### src/core/thr_cmp_pkg.sv
// constants, register map and helpers for the analog threshold comparator
package thr_cmp_pkg;
	localparam int          ADDR_W       = 8;
	localparam int          DATA_W       = 32;
	localparam int          RAW_W        = 10;
	localparam int          BLK_SEL_W    = 8;
	// ************************************************************
	// register byte offsets
	// ************************************************************
	localparam logic [7:0]  OFS_CTRL     = 8'h00;
	localparam logic [7:0]  OFS_GAIN     = 8'h04;
	localparam logic [7:0]  OFS_OFFSET   = 8'h08;
	localparam logic [7:0]  OFS_ON       = 8'h0C;
	localparam logic [7:0]  OFS_OFF      = 8'h10;
	localparam logic [7:0]  OFS_BLKSEL   = 8'h14;
	localparam logic [7:0]  OFS_STATUS   = 8'h18;
	localparam logic [7:0]  OFS_OPERAND  = 8'h1C;
	localparam logic [7:0]  OFS_SCALED_X = 8'h20;
	localparam logic [7:0]  OFS_SCALED_Y = 8'h24;
	// ************************************************************
	// control field positions and reset values
	// ************************************************************
	localparam int          CTRL_MODE    = 0;
	localparam int          CTRL_DEC_LO  = 1;
	localparam int          CTRL_DEC_HI  = 2;
	localparam int          CTRL_ON_BLK  = 3;
	localparam int          CTRL_OFF_BLK = 4;
	localparam int          CTRL_W       = 5;
	localparam int          SEL_OFF_LO   = 8;
	localparam logic [4:0]  CTRL_RST     = 5'h00;
	localparam logic signed [31:0] GAIN_RST = 32'sh0000_0064;
	localparam logic signed [31:0] ZERO_32  = 32'sh0000_0000;
	// ************************************************************
	// ranges and scaling
	// ************************************************************
	localparam logic [RAW_W-1:0]   RAW_MAX    = 10'h3E8;
	localparam logic signed [31:0] GAIN_LIM   = 32'sh0000_03E8;
	localparam logic signed [31:0] OFFSET_LIM = 32'sh0000_2710;
	localparam logic signed [31:0] THR_LIM    = 32'sh0000_4E20;
	localparam logic signed [31:0] GAIN_DIV   = 32'sh0000_0064;

	typedef enum logic [0:0] {
		MODE_SINGLE = 1'b0,
		MODE_DIFF   = 1'b1
	} mode_t;

	// saturate a written value into plus/minus lim
	function automatic logic signed [31:0] sat(input logic signed [31:0] v, input logic signed [31:0] lim);
		if (v > lim)
			return lim;
		else if (v < -lim)
			return -lim;
		else
			return v;
	endfunction : sat
endpackage : thr_cmp_pkg

### src/core/scale_if.sv
// carrier between the comparator and one input scaler
`timescale 1ns/1ps
interface scale_if;
	logic        [thr_cmp_pkg::RAW_W-1:0] raw;
	logic signed [31:0]                   gain;
	logic signed [31:0]                   offset;
	logic signed [31:0]                   scaled;
	modport src    (output raw, output gain, output offset, input scaled);
	modport scaler (input raw, input gain, input offset, output scaled);
endinterface : scale_if

### src/core/thr_comparator.sv
// analog threshold comparator with single-input and difference modes, APB registers
//
// Implementation choices: the APB interface to the registers and the address map.
`timescale 1ns/1ps
// Overview of operation
// - analog input 0..10 V is integer 0..1000
// - signed gain in hundredths, magnitude at most 10
// - signed offset up to 10000, added after gain
// - thresholds and delta limited to 20000 magnitude
// - single mode: actual value is input*gain+offset
// - single mode: clear threshold is set plus delta
// - negative delta: above set sets, at or below clear clears
// - positive delta: high only inside set..clear window
// - difference mode scales both inputs identically
// - difference operand is first minus second scaled
// - set at or above clear: hysteresis on difference
// - set below clear: window test on difference
// - decimal places never affect the comparison
// - difference thresholds may come from other blocks
module thr_comparator #(
	parameter int NBLK = 8
) (
	input  wire logic                                  mclk_in,
	input  wire logic                                  rstn_in,
	input  wire logic                                  psel_in,
	input  wire logic                                  penable_in,
	input  wire logic                                  pwrite_in,
	input  wire logic [thr_cmp_pkg::ADDR_W-1:0]        paddr_in,
	input  wire logic [thr_cmp_pkg::DATA_W-1:0]        pwdata_in,
	output logic      [thr_cmp_pkg::DATA_W-1:0]        prdata_out,
	output logic                                       pready_out,
	output logic                                       pslverr_out,
	input  wire logic                                  cycle_tick_in,
	input  wire logic [thr_cmp_pkg::RAW_W-1:0]         first_analog_input_in,
	input  wire logic [thr_cmp_pkg::RAW_W-1:0]         second_analog_input_in,
	input  wire logic [NBLK*thr_cmp_pkg::DATA_W-1:0]   block_values_in,
	output logic                                       switch_out,
	output logic      [thr_cmp_pkg::DATA_W-1:0]        actual_value_out
);
	// ************************************************************
	// helpers
	// ************************************************************
	function automatic logic signed [31:0] blk_pick(input logic [NBLK*32-1:0] vec,
	                                                  input logic [thr_cmp_pkg::BLK_SEL_W-1:0] idx);
		if (int'(idx) < NBLK)
			return $signed(vec[int'(idx)*32 +: 32]);
		else
			return thr_cmp_pkg::ZERO_32;
	endfunction : blk_pick

	// ************************************************************
	// declarations
	// ************************************************************
	logic        [thr_cmp_pkg::CTRL_W-1:0]    ctrl_r;
	logic signed [31:0]                       gain_r;
	logic signed [31:0]                       offset_r;
	logic signed [31:0]                       on_r;
	logic signed [31:0]                       off_r;
	logic        [2*thr_cmp_pkg::BLK_SEL_W-1:0] blksel_r;
	logic        [31:0]                       prdata_r;
	logic                                     pslverr_r;
	logic                                     q_r;
	logic                                     q_nxt;
	logic signed [31:0]                       operand_r;

	wire         setup_ph;
	wire         access_ph;
	wire         wr_en;
	wire         addr_ok;
	wire [31:0]  rd_mux;
	wire signed [31:0] wr_val;
	wire         diff_mode;
	wire signed [31:0] sx;
	wire signed [31:0] sy;
	wire signed [31:0] operand;
	wire signed [31:0] set_thr;
	wire signed [31:0] clr_thr;
	wire signed [31:0] on_blk;
	wire signed [31:0] off_blk;
	wire         hyst;
	wire         above_set;
	wire         at_or_below_clr;
	wire         in_window;

	scale_if sif_x ();
	scale_if sif_y ();

	// ************************************************************
	// input scaling, same gain and offset on both inputs
	// ************************************************************
	assign sif_x.raw    = first_analog_input_in;
	assign sif_x.gain   = gain_r;
	assign sif_x.offset = offset_r;
	assign sif_y.raw    = second_analog_input_in;
	assign sif_y.gain   = gain_r;
	assign sif_y.offset = offset_r;

	input_scaler u_scale_x (
		.mclk_in (mclk_in),
		.rstn_in (rstn_in),
		.sc      (sif_x.scaler)
	);

	input_scaler u_scale_y (
		.mclk_in (mclk_in),
		.rstn_in (rstn_in),
		.sc      (sif_y.scaler)
	);

	assign sx = sif_x.scaled;
	assign sy = sif_y.scaled;

	// ************************************************************
	// APB decode
	// ************************************************************
	assign setup_ph  = psel_in && !penable_in;
	assign access_ph = psel_in && penable_in;
	assign wr_en     = access_ph && pwrite_in && addr_ok;
	assign wr_val    = $signed(pwdata_in);
	assign addr_ok   = (paddr_in == thr_cmp_pkg::OFS_CTRL)     || (paddr_in == thr_cmp_pkg::OFS_GAIN)
	                || (paddr_in == thr_cmp_pkg::OFS_OFFSET)   || (paddr_in == thr_cmp_pkg::OFS_ON)
	                || (paddr_in == thr_cmp_pkg::OFS_OFF)      || (paddr_in == thr_cmp_pkg::OFS_BLKSEL)
	                || (paddr_in == thr_cmp_pkg::OFS_STATUS)   || (paddr_in == thr_cmp_pkg::OFS_OPERAND)
	                || (paddr_in == thr_cmp_pkg::OFS_SCALED_X) || (paddr_in == thr_cmp_pkg::OFS_SCALED_Y);
	assign rd_mux    = (paddr_in == thr_cmp_pkg::OFS_CTRL)     ? {27'h0000000, ctrl_r}
	                 : (paddr_in == thr_cmp_pkg::OFS_GAIN)     ? gain_r
	                 : (paddr_in == thr_cmp_pkg::OFS_OFFSET)   ? offset_r
	                 : (paddr_in == thr_cmp_pkg::OFS_ON)       ? on_r
	                 : (paddr_in == thr_cmp_pkg::OFS_OFF)      ? off_r
	                 : (paddr_in == thr_cmp_pkg::OFS_BLKSEL)   ? {16'h0000, blksel_r}
	                 : (paddr_in == thr_cmp_pkg::OFS_STATUS)   ? {31'h00000000, q_r}
	                 : (paddr_in == thr_cmp_pkg::OFS_OPERAND)  ? operand_r
	                 : (paddr_in == thr_cmp_pkg::OFS_SCALED_X) ? sx
	                 : (paddr_in == thr_cmp_pkg::OFS_SCALED_Y) ? sy
	                 : 32'h0000_0000;

	// read data and error captured in setup, presented with zero wait states
	always_ff @(posedge mclk_in) begin
		if (!rstn_in) begin
			prdata_r  <= 32'h0000_0000;
			pslverr_r <= 1'b0;
		end else if (setup_ph) begin
			prdata_r  <= pwrite_in ? 32'h0000_0000 : rd_mux;
			pslverr_r <= !addr_ok;
		end
	end

	assign prdata_out  = prdata_r;
	assign pready_out  = 1'b1;
	assign pslverr_out = access_ph && pslverr_r;

	// ************************************************************
	// configuration registers, gain, offset and threshold writes saturated to range
	// ************************************************************
	always_ff @(posedge mclk_in) begin
		if (!rstn_in) begin
			ctrl_r   <= thr_cmp_pkg::CTRL_RST;
			gain_r   <= thr_cmp_pkg::GAIN_RST;
			offset_r <= thr_cmp_pkg::ZERO_32;
			on_r     <= thr_cmp_pkg::ZERO_32;
			off_r    <= thr_cmp_pkg::ZERO_32;
			blksel_r <= 16'h0000;
		end else if (wr_en) begin
			if (paddr_in == thr_cmp_pkg::OFS_CTRL)
				ctrl_r <= pwdata_in[thr_cmp_pkg::CTRL_W-1:0];
			if (paddr_in == thr_cmp_pkg::OFS_GAIN)
				gain_r <= thr_cmp_pkg::sat(wr_val, thr_cmp_pkg::GAIN_LIM);
			if (paddr_in == thr_cmp_pkg::OFS_OFFSET)
				offset_r <= thr_cmp_pkg::sat(wr_val, thr_cmp_pkg::OFFSET_LIM);
			if (paddr_in == thr_cmp_pkg::OFS_ON)
				on_r <= thr_cmp_pkg::sat(wr_val, thr_cmp_pkg::THR_LIM);
			if (paddr_in == thr_cmp_pkg::OFS_OFF)
				off_r <= thr_cmp_pkg::sat(wr_val, thr_cmp_pkg::THR_LIM);
			if (paddr_in == thr_cmp_pkg::OFS_BLKSEL)
				blksel_r <= pwdata_in[2*thr_cmp_pkg::BLK_SEL_W-1:0];
		end
	end

	// ************************************************************
	// operand and thresholds
	// ************************************************************
	// decimal field is stored for readback only and reaches no comparison
	assign diff_mode = ctrl_r[thr_cmp_pkg::CTRL_MODE] == thr_cmp_pkg::MODE_DIFF;
	assign operand   = diff_mode ? (sx - sy) : sx;
	assign on_blk    = blk_pick(block_values_in, blksel_r[thr_cmp_pkg::BLK_SEL_W-1:0]);
	assign off_blk   = blk_pick(block_values_in, blksel_r[thr_cmp_pkg::SEL_OFF_LO +: thr_cmp_pkg::BLK_SEL_W]);
	assign set_thr   = (diff_mode && ctrl_r[thr_cmp_pkg::CTRL_ON_BLK]) ? on_blk : on_r;
	// single mode: off register holds the signed delta
	assign clr_thr   = !diff_mode ? (on_r + off_r)
	                 : (ctrl_r[thr_cmp_pkg::CTRL_OFF_BLK] ? off_blk : off_r);

	// ************************************************************
	// switching decision
	// ************************************************************
	// set >= clear covers a negative delta and the difference hysteresis case
	assign hyst            = set_thr >= clr_thr;
	assign above_set       = operand > set_thr;
	assign at_or_below_clr = operand <= clr_thr;
	assign in_window       = (operand >= set_thr) && (operand < clr_thr);

	always_comb begin
		if (hyst) begin
			if (above_set)
				q_nxt = 1'b1;
			else if (at_or_below_clr)
				q_nxt = 1'b0;
			else
				q_nxt = q_r;
		end else begin
			q_nxt = in_window;
		end
	end

	// one evaluation per program cycle; 32-bit math cannot overflow here
	always_ff @(posedge mclk_in) begin
		if (!rstn_in) begin
			q_r       <= 1'b0;
			operand_r <= thr_cmp_pkg::ZERO_32;
		end else if (cycle_tick_in) begin
			q_r       <= q_nxt;
			operand_r <= operand;
		end
	end

	// output may be on-delayed downstream to reject short pulses
	assign switch_out       = q_r;
	assign actual_value_out = operand_r;
endmodule : thr_comparator

### src/core/input_scaler.sv
// one analog input: clamp to the internal range, multiply by gain, add offset
`timescale 1ns/1ps
module input_scaler (
	input  wire logic mclk_in,
	input  wire logic rstn_in,
	scale_if.scaler   sc
);
	logic        [thr_cmp_pkg::RAW_W-1:0] raw_lim;
	logic signed [31:0]                   product;
	logic signed [31:0]                   scaled_nxt;
	logic signed [31:0]                   scaled_r;

	// ************************************************************
	// datapath
	// ************************************************************
	assign raw_lim    = (sc.raw > thr_cmp_pkg::RAW_MAX) ? thr_cmp_pkg::RAW_MAX : sc.raw;
	assign product    = $signed({22'h000000, raw_lim}) * sc.gain;
	// gain is in hundredths; division truncates toward zero
	assign scaled_nxt = (product / thr_cmp_pkg::GAIN_DIV) + sc.offset;

	always_ff @(posedge mclk_in) begin
		if (!rstn_in)
			scaled_r <= thr_cmp_pkg::ZERO_32;
		else
			scaled_r <= scaled_nxt;
	end

	assign sc.scaled = scaled_r;
endmodule : input_scaler

### config.mk
export PLATFORM = sky130hd
export DESIGN_NAME = thr_comparator
export DESIGN_NICKNAME = d
export VERILOG_FILES = /design/src/core/thr_cmp_pkg.sv /design/src/core/scale_if.sv /design/src/core/thr_comparator.sv /design/src/core/input_scaler.sv
export SDC_FILE = /design/constraint.sdc
export NUM_CORES = 2
export LEC_CHECK = 0
export ABC_CLOCK_PERIOD_IN_PS = 32600
export BUFFER_PORTS_ARGS = -buffer_cell sky130_fd_sc_hd__buf_2
export CAP_MARGIN = 20
export CORE_MARGIN = 2
export CORE_UTILIZATION = 50
export CTS_CLUSTER_DIAMETER = 80
export CTS_CLUSTER_SIZE = 24
export DETAILED_ROUTE_END_ITERATION = 8
export PLACE_DENSITY_LB_ADDON = 0.12
export SLEW_MARGIN = 20
export SYNTH_ARGS = -nofsm -noshare
export SYNTH_HDL_FRONTEND = slang
export SYNTH_SLANG_ARGS = --single-unit
### constraint.sdc
create_clock -name mclk_in -period 32.6 [get_ports mclk_in]
set_input_delay 3.26 -clock mclk_in [delete_from_list [all_inputs] [get_ports mclk_in]]
set_output_delay 3.26 -clock mclk_in [all_outputs]
set_load 0.1 [all_outputs]
After elaboration in Yosys (flattened, before gate mapping)
Cells that the tools add are included.
{"block": "word_totals", "reg_bits": 279, "latch_bits": 0, "ram_bits": 0, "mem_bits_ro": 0, "input_bits": 322, "out_inout_bits": 67, "word_cells": 101, "mem_count": 0}
{"block": "classes", "add_sub_neg": 4, "mul": 2, "div_mod_pow": 2, "order_cmp": 15, "eq_ne": 10, "shift": 2, "mux": 28, "n_bitwise": 0, "reduce_logical": 26}
{"cell": "32-bit 2-to-1 mux", "count": 23}
{"cell": "256-bit by 14-bit indexed part select with 32-bit output", "count": 2}
{"cell": "32-bit adder", "count": 3}
{"cell": "32-bit by 8-bit divider with 32-bit output, second input constant", "count": 2}
{"cell": "32-bit greater-or-equal comparator", "count": 2}
{"cell": "11-bit by 32-bit multiplier with 32-bit output", "count": 2}
{"cell": "8-bit by 5-bit == test with 1-bit output, second input constant", "count": 4}
{"cell": "32-bit by 11-bit greater-than comparator with 1-bit output, second input constant", "count": 1}
{"cell": "32-bit by 15-bit greater-than comparator with 1-bit output, second input constant", "count": 1}
{"cell": "32-bit by 16-bit greater-than comparator with 1-bit output, second input constant", "count": 1}
{"cell": "32-bit greater-than comparator", "count": 1}
{"cell": "32-bit <= comparator", "count": 1}
{"cell": "32-bit by 11-bit < comparator with 1-bit output, second input constant", "count": 1}
{"cell": "32-bit by 15-bit < comparator with 1-bit output, second input constant", "count": 1}
{"cell": "32-bit by 16-bit < comparator with 1-bit output, second input constant", "count": 1}
{"cell": "32-bit < comparator", "count": 1}
{"cell": "32-bit subtractor", "count": 1}
{"cell": "10-bit greater-than comparator, second input constant", "count": 2}
{"cell": "10-bit 2-to-1 mux", "count": 2}
{"cell": "8-bit by 4-bit == test with 1-bit output, second input constant", "count": 2}
{"cell": "8-bit by 6-bit == test with 1-bit output, second input constant", "count": 2}
{"cell": "8-bit by 4-bit < comparator with 1-bit output, second input constant", "count": 2}
{"cell": "2-bit AND reduction", "count": 7}
{"cell": "1-bit logical OR", "count": 9}
{"cell": "6 further kinds", "count": 15}

Depth between registers and ports, before layout
{"block": "depth", "ltp_word": 12, "depth_mapped": 137}

Hierarchy
Synthesis repeated with hierarchy kept, for this count alone.
{"block": "hier_totals", "cells_unflattened": 7264, "area_unflattened_um2": 57378.8}
{"module": "thr_comparator", "n_inst": 1, "cells_each": 2446, "area_each_um2": 20218.1, "seq_area_each_um2": 4304.1}
{"module": "input_scaler (u_scale_x)", "n_inst": 1, "cells_each": 2473, "area_each_um2": 18931.9, "seq_area_each_um2": 640.6}
{"module": "input_scaler (u_scale_y)", "n_inst": 1, "cells_each": 2345, "area_each_um2": 18228.7, "seq_area_each_um2": 640.6}

Worst setup path before layout
No wires, ideal clock.
{"block": "synth_path", "kind": "input to register", "start": "input second_analog_input_in[5] (netlist bit)", "end": "register u_scale_y.scaled_r[31], in the netlist u_scale_y.sc.scaled[31]", "t_arrival_ns": 30.899, "required_ns": 32.529, "path_slack_ns": 1.630, "stages": 130, "path_cell_list": "buf_2 and4_1 nand2_1 nor2_1 nor2b_1 clkbuf_1 clkbuf_1 nand2_1 fa_1 fa_1 inv_1 fa_1 fa_1 inv_1 fa_1 inv_1 ha_1 buf_6 (+94 left out) o21bai_1 a21oi_1 o21bai_1 a21oi_1 o21bai_1 a21oi_1 o21bai_1 a21oi_1 nor2b_1 o21a_1 o21a_1 o21a_1 o21a_1 o21a_1 nor2_1 xnor2_1 or3_1 a21oi_1"}
{"block": "synth_via", "elab_chain_cells": 5}
{"item": "start, declared", "line_no": "thr_comparator.sv:35", "rtl": "input wire logic [thr_cmp_pkg::RAW_W-1:0] second_analog_input_in,"}
{"item": "10-bit greater-than comparator", "line_no": "input_scaler.sv:16", "rtl": "assign raw_lim = (sc.raw > thr_cmp_pkg::RAW_MAX) ? thr_cmp_pkg::RAW_MAX : sc.raw;"}
{"item": "10-bit 2-to-1 mux (*)", "line_no": "input_scaler.sv:16"}
{"item": "11-bit by 32-bit multiplier with 32-bit output (*)", "line_no": "input_scaler.sv:17", "rtl": "assign product = $signed({22'h000000, raw_lim}) * sc.gain;"}
{"item": "32-bit by 8-bit divider with 32-bit output (*)", "line_no": "input_scaler.sv:19", "rtl": "assign scaled_nxt = (product / thr_cmp_pkg::GAIN_DIV) + sc.offset;"}
{"item": "32-bit adder (*)", "line_no": "input_scaler.sv:19"}
{"item": "end signal, assigned", "line_no": "input_scaler.sv:23", "rtl": "scaled_r <= thr_cmp_pkg::ZERO_32;"}
{"item": "end signal, assigned", "line_no": "input_scaler.sv:25", "rtl": "scaled_r <= scaled_nxt;"}
{"item": "end, declared", "line_no": "input_scaler.sv:11", "rtl": "logic signed [31:0] scaled_r;"}
Every way passes the cells marked *; elsewhere a longest branch is shown, timed or not.
A chain may end at the register's enable or synchronous reset.

Worst setup path after layout
{"block": "layout_path", "start": "input second_analog_input_in[6] (netlist bit)", "end": "register u_scale_y.scaled_r[31], in the netlist u_scale_y.sc.scaled[31]"}
Same word-level chain as after synthesis.

==> results.yml <==
setup_path:
  cp_max_fo: 28
  critPathKind: "in2reg"
  crit_path_top_delay_cell: "or3b_2"
  critical_path.most_common_cell: "o21bai_1"
  critPathMaxStageDelay_ns: 0.57
  worstSetupEndpointType: "flop"
  start_kind: "primary input"
  crit_buf_inv: 12
  crit_family: "compound AO/OA/AOI/OAI gates"
  rr_startpoint: "gain_r[2]"
  regToRegEndpoint: "u_scale_y.sc.scaled[31]"
  r2r_slack_ns: 4.11
  crit_required_ns: 33.04
  r2r_cells: 124
  cp.arrival_ns: 31.62
drt:
  vias: 55172
  wl_per_cell_um: 22.1
  vias_per_cell: 6.18
  drt_iter0_markers: 4450
  drc: 0
  ant_nets: 0
  dr.pass1.iters: 6
  drt-total-wl_um: 197000
synthesis:
  ys_warn_count: 0
  syn_avg_cell_area_sq_um: 7.99
  synth_edf_count: 0
  synth_top_flop_cell: "dfxtp_1"
  syn_nets: 7961
  yosysMostFrequentCell: "nand2_1"
  synth_commonest_cells: "nand2_1 (731), inv_1 (654), a21oi_1 (433)"
  synth.top_cell.area_share: 0.146
  synthArstFlopShare: 0
  yosys-top-cells-area: "fa_1 (15%), dfxtp_1 (10%), ha_1 (8.4%)"
  yosysUniqueCellTypes: 154
  yosysTopAreaCell: "fa_1"
  yosysSeqAreaShare: 0.102
  netlist_area_sq_mm: 0.0549
  synth_seq_cells: 279
  synth_cells: 6872
grt:
  antenna_found_initial: 37
  grt_pass1_wl_um: 302000
  gr-total-overflow: 0
  grt_max_degree: 86
  grt_pass1_vias: 53364
  track_usage: 0.338
clock_network:
  clk-insertion-delay-late_ns: 0.54
  clock_sinks: 279
  clk_pin_slew_ns: 0.11
  clk_path_buf_depth: 3
  cts_buffers: 15
  htree_levels: 1
  tritoncts: "yes"
  clockRootBuffer: "clkbuf_16"
timing:
  timing.final.hold_violations: 0
  min_period_over_period: 0.956
  setup_viol: 0
  final.min_clock_period_ns: 31.18
  fin_setup_tns_ns: 0
  drv_slew: 0
  fmax_ghz: 0.0321
  fin_worst_skew_ns: 0.0263
  slew_headroom: 0.121
  worst_slew_pin_slew_ns: 1.31
  rsz0062_at_grt: "true"
floorplan:
  die_w_um: 335
  die-area_sq_mm: 0.112
  initial_utilization: 0.504
  io_pins: 389
  die_h_um: 335
  core_area_sq_mm: 0.109
  rows: 121
min_path:
  hold_start: "blksel_r[5]"
  min_path_type: "reg2reg"
  hold_depth: 2
  whs_endpoint: "blksel_r[5]"
cells_and_area:
  drive_gt1_frac: 0.201
  syn_to_final_growth_pct: 14.5
  layout.nets: 8567
placed_design:
  dpl.hpwl_um: 159000
  gp_congestion: 1.00
  portBuffers: 387
status:
  status: "complete, no violations"
run:
  maxCapViolations: 0
[layout by cell type (no fill, tap or decap), types with 34 or more instances in the layout]
cell,Yosys,routed
nand2_1,731,729
inv_1,654,654
buf_4,18,584
nor2_1,429,418
a21oi_1,433,411
fa_1,400,400
buf_2,36,386
ha_1,367,360
and2_1,310,310
dfxtp_1,279,271
xnor2_1,270,257
o21ai_0,232,226
nor3_1,164,153
nand3_1,142,141
mux2i_1,135,134
mux4_2,128,128
a21o_1,113,113
a22oi_1,115,113
o21bai_1,96,96
xor2_1,101,95
o21a_1,77,75
o211ai_1,74,74
a31oi_1,73,70
a211oi_1,79,67
nand4_1,60,60
nand2b_1,52,52
nor2b_1,48,46
mux2_2,45,45
o21ai_1,43,45
and3_1,43,43
o221ai_1,45,42
nor4_1,43,36
o31ai_1,40,34
[cell families after synthesis]
family / count (synthesis) / share of synthesized area
flip-flops: 279 / 0.102
adder cells (fa/ha/maj): 779 / 0.232
AO/OA/AOI/OAI: 1849 / 0.239
other: 1 / 0.0000683
XOR/XNOR: 383 / 0.0633
multiplexers: 317 / 0.0885
AND/OR/NAND/NOR: 2217 / 0.200
buffers and inverters: 1047 / 0.0762
[state kept, by name, indices dropped and copies added, names as in the netlist]
register and count:
actual_value_out 32, gain_r 32, off_r 32, offset_r 32, on_r 32, prdata_out 32, u_scale_x.sc.scaled 32, u_scale_y.sc.scaled 32
blksel_r 16, ctrl_r 5, pslverr_r 1, switch_out 1
[how the worst max path moves through the flow]
stage	startpoint	endpoint	cells after the start
6_report	second_analog_input_in[6]	u_scale_y.sc.scaled[31]	127
4_1_cts	second_analog_input_in[9]	u_scale_y.sc.scaled[31]	123
5_1_grt	second_analog_input_in[6]	u_scale_y.sc.scaled[30]	127
2_1_floorplan	second_analog_input_in[5]	u_scale_y.sc.scaled[31]	130
3_3_place_gp	second_analog_input_in[9]	u_scale_y.sc.scaled[31]	125
3_5_place_dp	second_analog_input_in[9]	u_scale_y.sc.scaled[31]	123
[area by class of cell]
class | count | area [sq um]
Multi-Input combinational cell | 5547 | 46100
Fill cell | 10141 | 46000
Timing Repair Buffer | 978 | 6440
Sequential cell | 279 | 5600
Inverter | 657 | 2470
Tap cell | 1414 | 1770
Clock buffer | 17 | 383
Antenna cell | 27 | 67.6
Clock inverter | 2 | 20.0
[through the flow]
step	cells	cell area (sq um)	hold WS (ns)	setup WS, ns	utilization
2_1_floorplan	6872	54900	0.445	1.63	-
3_3_place_gp	8853	61300	0.458	0.712	0.563
3_5_place_dp	8853	61400	0.466	0.266	0.564
4_1_cts	8872	61800	0.481	0.677	0.567
5_1_grt	8917	62800	0.502	-0.263	0.577
6_report	8921	62900	0.487	1.42	0.577
[tightest hold or removal path: stages (launching register included)]
cell	delay, ns
dfxtp_1	0.34
nand2_1	0.06
a21oi_1	0.05
[metal layers]
| metal | track usage | routed length (um) | up-vias |
|---|---|---|---|
| li1 | - | - | 25703 |
| met1 | 0.415 | 78100 | 26849 |
| met2 | 0.573 | 93100 | 2162 |
| met3 | 0.0413 | 13800 | 442 |
| met4 | 0.192 | 11900 | 16 |
| met5 | 0 | 114 | - |
[what timing repair did]
action	CTS	global route
gates resized for setup	0	160
setup buffers	0	20
hold buffers	0	0
setup endpoints to repair	0	18
endpoints found under the hold margin	0	0
Power is not shown: default switching activity piles up to over one toggle a cycle in this logic, so the estimate is an artifact.
